## src/mbox_ctrl_pkg.sv

```systemverilog
// Purpose: Shared constants and types for the dual-port mailbox host controller
// Assumes: 200 MHz clock, APB register access, one controller per RAM port
// Notes:   Register offsets are byte addresses of aligned 32-bit words
package mbox_ctrl_pkg;
	localparam int          ADDR_W        = 13;                  // Array address width
	localparam int          DATA_W        = 18;                  // Array data width
	localparam int          SEM_W         = 3;                   // Token address width
	localparam logic [12:0] LEFT_MAILBOX  = 13'h1ffe;            // Left port's mailbox
	localparam logic [12:0] RIGHT_MAILBOX = 13'h1fff;            // Right port's mailbox
	// Register offsets
	localparam logic [7:0]  REG_CTRL      = 8'h00;               // Command register
	localparam logic [7:0]  REG_ADDR      = 8'h04;               // Target address
	localparam logic [7:0]  REG_WDATA     = 8'h08;               // Write data
	localparam logic [7:0]  REG_RDATA     = 8'h0c;               // Read data
	localparam logic [7:0]  REG_STATUS    = 8'h10;               // Status
	// Command field positions in the command register
	localparam int          CMD_GO        = 0;                   // Start bit
	localparam int          CMD_WRITE     = 1;                   // 1 write, 0 read
	localparam int          CMD_TOKEN     = 2;                   // Token space access
	localparam int          CMD_INHIBIT   = 3;                   // Hold slave busy low
	localparam int          CMD_PRIMARY   = 4;                   // Primary mode select level
	// Status field positions
	localparam int          ST_BUSY       = 0;                   // Access in progress
	localparam int          ST_MAILBOX    = 1;                   // Own mailbox flag raised
	localparam int          ST_COLLIDE    = 2;                   // Busy seen on last access
	localparam int          ST_INIT       = 3;                   // Mailbox flag initialised
	// Access timing in ns and cycles
	localparam int          CLK_NS        = 5;                   // Clock period
	localparam int          SETTLE_NS     = 20;                  // Address to busy decision
	localparam int          PULSE_NS      = 20;                  // Strobe width
	localparam int          SETTLE_CYC    = (SETTLE_NS + CLK_NS - 1) / CLK_NS;
	localparam int          PULSE_CYC     = (PULSE_NS + CLK_NS - 1) / CLK_NS;
	// Pin group toward one RAM port; strobes active low
	typedef struct packed {
		logic               port_select_n;                       // Array select
		logic               token_space_select_n;                // Token select
		logic               write_n;                             // Write strobe
		logic               out_enable_n;                        // Output enable
		logic               high_byte_strobe_n;                  // Upper byte lane
		logic               low_byte_strobe_n;                   // Lower byte lane
		logic [ADDR_W-1:0]  addr;                                // Address
	} port_pins_t;
endpackage : mbox_ctrl_pkg

```

## src/mbox_cycle_timer.sv

```systemverilog
// Purpose: Down counter that times the phases of one RAM access
// Assumes: Load pulse starts a count, done is a level when zero
// Notes:   Width is checked to be at least 2 bits
`timescale 1ns/10ps
`default_nettype none
module mbox_cycle_timer #(
	parameter int WIDTH = 4                                      // Counter width
) (
	input  wire logic             clk_in,                        // Clock
	input  wire logic             arst_n_in,                     // Async reset, low
	input  wire logic             load_in,                       // Start a count
	input  wire logic [WIDTH-1:0] value_in,                      // Cycles to count
	output logic                  done_out                       // Count exhausted
);
	logic [WIDTH-1:0] count_q;                                   // Remaining cycles

	initial begin
		if (WIDTH < 2) $error("timer width too small");
	end

	// Load or count down to zero
	always_ff @(posedge clk_in or negedge arst_n_in) begin
		if (!arst_n_in) begin
			count_q <= '0;
		end else if (load_in) begin
			count_q <= value_in;
		end else if (count_q != '0) begin
			count_q <= count_q - WIDTH'(1);
		end
	end

	// Done looks at the count only; gating it with the load would close a loop through the caller's load decode
	assign done_out = (count_q == '0);
endmodule : mbox_cycle_timer
`default_nettype wire

```

## src/mbox_port_host.sv

```systemverilog
// Purpose: Host controller that drives one port of a two-port mailbox RAM
// Assumes: RAM pins sampled synchronously; software on APB gives orders
// Notes:   One access at a time; busy input stretches a cycle
//
// Function
// - Host holds secondary busy high normally
// - Hold address and select until busy settles
// - Exactly one primary in a wide array
// - Token access: port select high, token low
// - Host clears mailbox flags after power-up
//
// Local design decisions: the APB interface to the registers and the register addresses.
`timescale 1ns/10ps
`default_nettype none
module mbox_port_host #(
	parameter bit IS_LEFT = 1'b1                                 // Left port when set
) (
	input  wire logic                              clk_in,       // Clock
	input  wire logic                              arst_n_in,    // Async reset, low
	input  wire logic                              psel,         // APB select
	input  wire logic                              penable,      // APB enable
	input  wire logic                              pwrite,       // APB direction
	input  wire logic [7:0]                        paddr,        // APB address
	input  wire logic [31:0]                       pwdata,       // APB write data
	output logic      [31:0]                       prdata,       // APB read data
	output logic                                   pready,       // APB ready
	output logic                                   pslverr,      // APB error
	output mbox_ctrl_pkg::port_pins_t              pins_out,     // RAM control pins
	output logic      [mbox_ctrl_pkg::DATA_W-1:0]  data_out,     // Data pin drive
	output logic                                   data_oe_out,  // Data pin enable
	input  wire logic [mbox_ctrl_pkg::DATA_W-1:0]  data_in,      // Data pin level
	input  wire logic                              busy_n_in,    // Busy pin level
	output logic                                   busy_n_out,   // Busy drive, secondary
	output logic                                   busy_oe_out,  // Busy pin enable
	input  wire logic                              mailbox_n_in, // Own mailbox flag
	output logic                                   primary_out   // Primary select level
);
	typedef enum logic [2:0] {IDLE, SETTLE, STROBE, RECOVER, INIT} state_t;

	localparam logic [12:0] OWN_BOX = IS_LEFT ? mbox_ctrl_pkg::LEFT_MAILBOX : mbox_ctrl_pkg::RIGHT_MAILBOX;

	state_t                             state_q;                 // Access sequencer
	logic [12:0]                        addr_q;                  // Target address
	logic [mbox_ctrl_pkg::DATA_W-1:0]   wdata_q;                 // Write data
	logic [mbox_ctrl_pkg::DATA_W-1:0]   rdata_q;                 // Last read data
	logic                               write_q;                 // Current access writes
	logic                               token_q;                 // Current access in token space
	logic                               inhibit_q;               // Secondary write block
	logic                               primary_q;               // Primary mode level
	logic                               collide_q;               // Busy seen this access
	logic                               init_done_q;             // Mailbox cleared once
	logic                               timer_load;              // Start a phase
	logic [3:0]                         timer_val;               // Phase length
	logic                               timer_done;              // Phase over
	logic                               wr_acc;                  // APB write access phase
	logic                               go;                      // Software starts access
	logic                               settled;                 // Settle over, not held off

	assign wr_acc = psel && penable && pwrite;
	assign go     = wr_acc && (paddr == mbox_ctrl_pkg::REG_CTRL) && pwdata[mbox_ctrl_pkg::CMD_GO]
	                && (state_q == IDLE);

	// In secondary mode the busy pin carries our own inhibit drive, so only a primary may hold us off
	assign settled = timer_done && (busy_n_in || !primary_q);

	mbox_cycle_timer #(.WIDTH(4)) u_timer (
		.clk_in    (clk_in),
		.arst_n_in (arst_n_in),
		.load_in   (timer_load),
		.value_in  (timer_val),
		.done_out  (timer_done)
	);

	// Phase loads: settle on entry, strobe after settle, recover after strobe
	always_comb begin
		timer_load = 1'b0;
		timer_val  = 4'(mbox_ctrl_pkg::SETTLE_CYC);
		if (go || (state_q == IDLE && !init_done_q)) begin
			timer_load = 1'b1;
		end else if ((state_q == SETTLE || state_q == INIT) && settled) begin
			timer_load = 1'b1;
			timer_val  = 4'(mbox_ctrl_pkg::PULSE_CYC);
		end else if (state_q == STROBE && timer_done) begin
			timer_load = 1'b1;
		end
	end

	// Sequencer: power-up mailbox clear, then software accesses
	always_ff @(posedge clk_in or negedge arst_n_in) begin
		if (!arst_n_in) begin
			state_q <= IDLE;
		end else begin
			unique case (state_q)
				IDLE: begin
					if (!init_done_q) state_q <= INIT;
					else if (go) state_q <= SETTLE;
				end
				// Hold address and select until busy decision is out
				SETTLE, INIT: begin
					if (settled) state_q <= STROBE;
				end
				STROBE: begin
					if (timer_done) state_q <= RECOVER;
				end
				RECOVER: begin
					if (timer_done) state_q <= IDLE;
				end
			endcase
		end
	end

	// Latch command fields on start; init does a read of own mailbox
	always_ff @(posedge clk_in or negedge arst_n_in) begin
		if (!arst_n_in) begin
			addr_q  <= '0;
			write_q <= 1'b0;
			token_q <= 1'b0;
		end else if (state_q == IDLE && !init_done_q) begin
			addr_q  <= OWN_BOX;
			write_q <= 1'b0;
			token_q <= 1'b0;
		end else if (wr_acc && paddr == mbox_ctrl_pkg::REG_ADDR && state_q == IDLE) begin
			addr_q  <= pwdata[12:0];
		end else if (go) begin
			write_q <= pwdata[mbox_ctrl_pkg::CMD_WRITE];
			token_q <= pwdata[mbox_ctrl_pkg::CMD_TOKEN];
		end
	end

	// Mode bits and write data
	always_ff @(posedge clk_in or negedge arst_n_in) begin
		if (!arst_n_in) begin
			inhibit_q <= 1'b0;
			primary_q <= 1'b1;
			wdata_q   <= '0;
		end else if (wr_acc && state_q == IDLE) begin
			if (paddr == mbox_ctrl_pkg::REG_CTRL) begin
				inhibit_q <= pwdata[mbox_ctrl_pkg::CMD_INHIBIT];
				primary_q <= pwdata[mbox_ctrl_pkg::CMD_PRIMARY];
			end
			if (paddr == mbox_ctrl_pkg::REG_WDATA) wdata_q <= pwdata[17:0];
		end
	end

	// Read capture at strobe end, collision and init tracking
	always_ff @(posedge clk_in or negedge arst_n_in) begin
		if (!arst_n_in) begin
			rdata_q     <= '0;
			collide_q   <= 1'b0;
			init_done_q <= 1'b0;
		end else begin
			if (state_q == STROBE && timer_done && !write_q) rdata_q <= data_in;
			if (go) collide_q <= 1'b0;
			else if (state_q != IDLE && !busy_n_in) collide_q <= 1'b1;
			if (state_q == RECOVER && timer_done) init_done_q <= 1'b1;
		end
	end

	// Pin drive: select by space, write and output enables only in strobe phase, byte strobes in every non-idle state
	always_comb begin
		pins_out                      = '0;
		pins_out.addr                 = token_q ? {10'h000, addr_q[2:0]} : addr_q;
		pins_out.port_select_n        = !(state_q != IDLE && !token_q);
		pins_out.token_space_select_n = !(state_q != IDLE && token_q);
		pins_out.write_n              = !(state_q == STROBE && write_q);
		pins_out.out_enable_n         = !(state_q == STROBE && !write_q);
		pins_out.high_byte_strobe_n   = state_q == IDLE;
		pins_out.low_byte_strobe_n    = state_q == IDLE;
	end

	// Data pin drive; token writes use bit 0 only
	always_ff @(posedge clk_in or negedge arst_n_in) begin
		if (!arst_n_in) begin
			data_out    <= '0;
			data_oe_out <= 1'b0;
		end else begin
			data_out    <= token_q ? {17'h00000, wdata_q[0]} : wdata_q;
			data_oe_out <= write_q && (state_q == SETTLE || state_q == STROBE);
		end
	end

	// Busy pin is driven only when this port's RAM is secondary
	assign busy_oe_out = !primary_q;
	assign busy_n_out  = !inhibit_q;
	assign primary_out = primary_q;

	// APB slave: zero wait, unmapped offsets error
	assign pready = 1'b1;
	always_comb begin
		prdata  = '0;
		pslverr = 1'b0;
		unique case (paddr)
			mbox_ctrl_pkg::REG_CTRL:   prdata = {27'h0, primary_q, inhibit_q, token_q, write_q, 1'b0};
			mbox_ctrl_pkg::REG_ADDR:   prdata = {19'h0, addr_q};
			mbox_ctrl_pkg::REG_WDATA:  prdata = {14'h0, wdata_q};
			mbox_ctrl_pkg::REG_RDATA:  prdata = {14'h0, rdata_q};
			mbox_ctrl_pkg::REG_STATUS: prdata = {28'h0, init_done_q, collide_q, !mailbox_n_in, state_q != IDLE};
			default:                   pslverr = psel && penable;
		endcase
	end
endmodule : mbox_port_host
`default_nettype wire

```

## config.mk

```make
export PLATFORM = sky130hd
export DESIGN_NAME = mbox_port_host
export DESIGN_NICKNAME = d
export VERILOG_FILES = /design/src/mbox_ctrl_pkg.sv /design/src/mbox_cycle_timer.sv /design/src/mbox_port_host.sv
export SDC_FILE = /design/constraint.sdc
export NUM_CORES = 1
export LEC_CHECK = 0
export CAP_MARGIN = 40
export CELL_PAD_IN_SITES_DETAIL_PLACEMENT = 1
export CELL_PAD_IN_SITES_GLOBAL_PLACEMENT = 1
export CORE_MARGIN = 2
export CORE_UTILIZATION = 52
export DETAILED_ROUTE_END_ITERATION = 16
export DONT_BUFFER_PORTS = 1
export GPL_TIMING_DRIVEN = 0
export HOLD_SLACK_MARGIN = 0.05
export PLACE_DENSITY_LB_ADDON = 0.08
export SKIP_CTS_REPAIR_TIMING = 1
export SYNTH_ARGS = -nofsm -noshare
export SYNTH_HDL_FRONTEND = slang
export SYNTH_SLANG_ARGS = --single-unit
```

## constraint.sdc

```tcl
create_clock -name clk_in -period 5.4 [get_ports clk_in]
set_clock_uncertainty 0.2 [all_clocks]
set_input_delay 0.54 -clock clk_in [delete_from_list [all_inputs] [get_ports clk_in]]
set_output_delay 0.54 -clock clk_in [all_outputs]
set_load 0.01 [all_outputs]
```

# Word-level counts from Yosys, hierarchy flattened
# Cells that the tools add are included.
op_classes:
  div_mod_pow: 0
  n_reduce_logical: 50
  bitwise_logic: 0
  order_cmp: 0
  n_mul: 0
  add_sub_neg: 1
  mux: 25
  n_eq_ne: 13
  n_shift: 0
op_table:
  columns: ["cell", "count"]
  rows:
  - ["$pmux 18 s5", 1]
  - ["$mux 13", 3]
  - ["$logic_and 1x1->1", 20]
  - ["$mux 18", 1]
  - ["$eq 8x4->1 const B", 2]
  - ["$mux 3", 5]
  - ["$mux 1", 12]
  - ["$pmux 3 s4", 1]
  - ["$logic_not 1->1", 11]
  - ["$eq 8x3->1 const B", 1]
  - ["$eq 8x5->1 const B", 1]
  - ["$logic_not 8->1", 1]
  - ["$mux 4", 2]
  - ["$ne 2x2->1 const B", 4]
  - ["$reduce_bool 2->1", 4]
  - ["$eq 3x2->1 const B", 2]
  - ["$reduce_and 2->1", 3]
  - ["$reduce_or 5->1", 1]
  - ["$logic_not 4->1", 1]
  - ["$logic_or 1x1->1", 4]
  - ["$reduce_and 4->1", 1]
  - ["$reduce_bool 4->1", 1]
  - ["$sub 4x1->4 const B", 1]
  - ["$eq 3x1->1 const B", 1]
  - ["5 further kinds", 5]
totals:
  latchBits: 0
  mem_bits_rw: 0
  n_memories: 0
  mem_bits_ro: 0
  out_inout_bits: 75
  ff_bits: 81
  elab_cells: 102

# Longest topological paths before layout
depth:
  word_depth: 8
  depth_mapped: 9
  ltp_nobuf: 6

# Hierarchy
# From an unflattened synthesis, not the netlist that was laid out.
hier_totals:
  hier_cells: 383
  hier_area_um2: 4186.5
by_module_without_submodules:
  columns: ["mod", "n_inst", "seq_area_each_um2", "area_each_um2", "cells_per_inst"]
  rows:
  - ["mbox_port_host", 1, 1928.1, 3952.5, 361]
  - ["mbox_cycle_timer", 1, 100.1, 234.0, 22]

# Worst setup path before layout
# Ideal clock, no wire load.
synth_path:
  path_type: "input port to output port"
  startpoint: "input port paddr[1]"
  endpoint: "output port prdata[0]"
  path_stages: 4
  t_required_ps: 4660
  path_buffers: 0
  t_arrival_ps: 1814
  path_slack_ps: 2846
  cell_sequence: "or4_1 -> nor4_1 -> nand3_1 -> o211ai_1"
synth_between:
  elab_chain_cells: 2
synth_lines:
  columns: ["element", "line_no", "rtl"]
  rows:
  - ["start: declaration", "mbox_port_host.sv:23", "input wire logic [7:0] paddr,"]
  - ["$eq 8x5->1, or another cell as far along", "mbox_port_host.sv:192", "unique case (paddr)"]
  - ["$pmux 18 s5 (*)", "mbox_port_host.sv:192", null]
  - ["end: declaration", "mbox_port_host.sv:25", "output logic [31:0] prdata,"]
# Every way passes the cells marked *; elsewhere a longest branch is shown, timed or not.

==> flow_summary.json <==
{
  "grt-ovfl-total": 0,
  "p_clk_share_pct": 26.3,
  "syn_area_per_cell_um2": 11.6,
  "synth_enable_flop_cells": 0,
  "vias": 2793,
  "synth.area.top_cells": "dfrtp_1, mux2_2, mux2i_1",
  "grt_pass1_vias": 2937,
  "cp_data_required_time_ps": 4660,
  "num_antenna_cells": 0,
  "drt_iter0_drc": 117,
  "final_core_util_pct": 58.6,
  "post-synth-top-count-cell": "dfrtp_1",
  "cts_tree": "done",
  "io_pins": 140,
  "ys_types": 50,
  "outcome": "finished clean",
  "core_um2": 7650,
  "drcViolationCount": 0,
  "rsz0062_at_grt": "no",
  "worstSetupStartpointType": "flip-flop",
  "seq_area_frac_synth_pct": 49.8,
  "preCtsSetupSlack_ps": 2450,
  "die_h_um": 92.5,
  "finalMaxSlewViolations": 0,
  "routabilityCongestion": 0.774,
  "io_buffers": 0,
  "cts_inserted_buffers": 9,
  "yosys_warnings": 0,
  "placed_area_um2": 4260,
  "root_buffer": "clkbuf_8",
  "rows": 32,
  "wl_per_cell_um": 21.9,
  "intPower_mw": 1.08,
  "dr.pass1.iters": 4,
  "hold_viol_final": 0,
  "antenna_found_initial": 1,
  "top_layer": "met4",
  "synthTopCellsByCount": "dfrtp_1, mux2_2, nor2b_1",
  "die_area_um2": 8550,
  "dpl.hpwl_um": 7650,
  "min_period_ps": 3020,
  "arrival_ps": 2280,
  "met2_length_um": 5220,
  "synthFlopType": "dfrtp_1",
  "nets": 446,
  "vdd_drop_max_mv": 0.197,
  "clock_sinks": 81,
  "cts_max_path_buffers": 2,
  "fin_area_um2": 4480,
  "post_drt_via_cell_ratio": 5.75,
  "start_util_pct": 53.2,
  "setup_viol": 0,
  "clk_latency_ps": 350,
  "wl_met3_um": 857,
  "holdCritPathClass": "in2reg",
  "h-tree-depth": 3,
  "dieWidth_um": 92.5,
  "synth_top_area_share_pct": 49.2,
  "maxCapViolCount": 0,
  "relSlewSlack_pct": 51.2,
  "track_usage_pct": 25.5,
  "synth_cells": 352,
  "powerDensity_nw_per_um2": 356,
  "drt-met1-wl_um": 4420,
  "async_reset_ff_share_pct": 100,
  "final_antenna_net_count": 0,
  "combPwrFrac_pct": 26.3,
  "drive_gt1_share_pct": 26.8,
  "finalSetupTns_ps": 0,
  "grt_pass1_wl_um": 16300,
  "fmax_ghz": 0.332,
  "grt_max_degree": 82,
  "min_period_over_period_pct": 55.8,
  "yosysTopAreaCell": "dfrtp_1",
  "cp_max_fo": 11,
  "clk_pin_slew_worst_paths_ps": 90,
  "switching_share_pct": 32.1,
  "p_switching_mw": 0.512,
  "syn-cell-area_um2": 4070,
  "route.final.wire_length_um": 10600,
  "tightest_slew_ps": 731,
  "leakagePower_nw": 2.05,
  "endpoint_kind": "output port",
  "ys_seq_elements": 81,
  "p_seq_share_pct": 47.4,
  "setup_ws_ps": 2380,
  "whs_ps": 123,
  "critical_path_class": "reg2out",
  "area_growth_pct": 10.1
}
## stage by stage
stage	instances	total power, mW
3_3_place_gp	467	1.15
5_1_grt	486	1.69
3_5_place_dp	468	1.17
2_1_floorplan	365	1.09
6_report	486	1.60
4_1_cts	484	1.60
## worst paths after layout
check / startpoint / end / slack, ps / depth (start not counted)
setup / recovery: state_q[1] / pins_out[14] / 2380 / 6
hold / removal: pwdata[9] / addr_q[9] / 120 / 2
setup reg to reg: u_timer.count_q[0] / rdata_q[8] / 2450 / 6
hold reg to reg: wdata_q[0] / data_out[0] / 210 / 0
max in group asynchronous: arst_n_in / primary_out / 4080 / 2
min in group asynchronous: arst_n_in / data_out[1] / 560 / 2
## cells in the final DEF (no fill, tap or decap), drive strengths merged, types with 2 or more instances in the layout
cell type / instances
clkbuf: 20
o211ai: 3
or3: 5
o22a: 4
o21ai: 9
xnor2: 5
nor2b: 29
or4: 2
nor4: 2
mux2: 47
a22oi: 8
nor3: 4
conb: 15
nor4b: 2
ha: 2
mux2i: 19
nor2: 24
nand3: 7
clkinv: 2
nand2: 19
nand2b: 2
and3: 5
a21o: 2
a32oi: 3
dfrtp: 80
a21oi: 7
buf: 27
inv: 12
## power by group through the flow
stage / logic [mW] / registers (mW) / clock network (mW)
final: 0.419 / 0.756 / 0.420
after global routing: 0.464 / 0.769 / 0.455
after CTS: 0.408 / 0.757 / 0.432
after detailed placement: 0.405 / 0.769 / 0
after global placement: 0.386 / 0.761 / 0
after floorplan: 0.335 / 0.751 / 0
## logic make-up (layout without fill, tap and decap cells)
group	count (synthesis)	count (layout)	share of synthesized area (%)
xor gates and xnor gates	5	5	1.08
DFF	81	81	49.8
AOI/OAI and AO/OA	43	43	7.56
buffers and inverters	45	64	6.73
adders and majority gates	2	2	0.615
other	2	15	0.185
muxes	67	67	19.2
and+or+nand+nor	107	107	14.8
## flip-flops by register name (all words and copies together) (netlist names)
signal,count
wdata_q,18
init_done_q,1
collide_q,1
inhibit_q,1
data_oe_out,1
token_q,1
write_q,1
u_timer.count_q,4
addr_q,13
data_out,18
primary_out,1
state_q,3
rdata_q,18
## final cells by class
class / count / area, um^2
clock inverters: 7 / 60.1
fillers: 823 / 3170
inverters: 8 / 30.0
multi-input cells: 239 / 1820
clock buffers: 9 / 124
flip-flops and latches: 81 / 2030
well taps: 102 / 128
repair buffers: 3 / 48.8
plain buffers: 37 / 244
## metal layers
| layer | track usage, % | vias to the layer above |
|---|---|---|
| met2 | 41.6 | 102 |
| met3 | 6.92 | 12 |
| li1 | - | 1258 |
| met5 | 0 | - |
| met1 | 33.8 | 1421 |
| met4 | 7.09 | 0 |
## worst max-delay path: stages, from the launching register on
cell,delay (ps)
dfrtp_1,380
buf_6,140
or3_1,350
buf_2,180
inv_2,70
clkbuf_1,560
buf_4,250
Power figures use the tool's default switching activity.
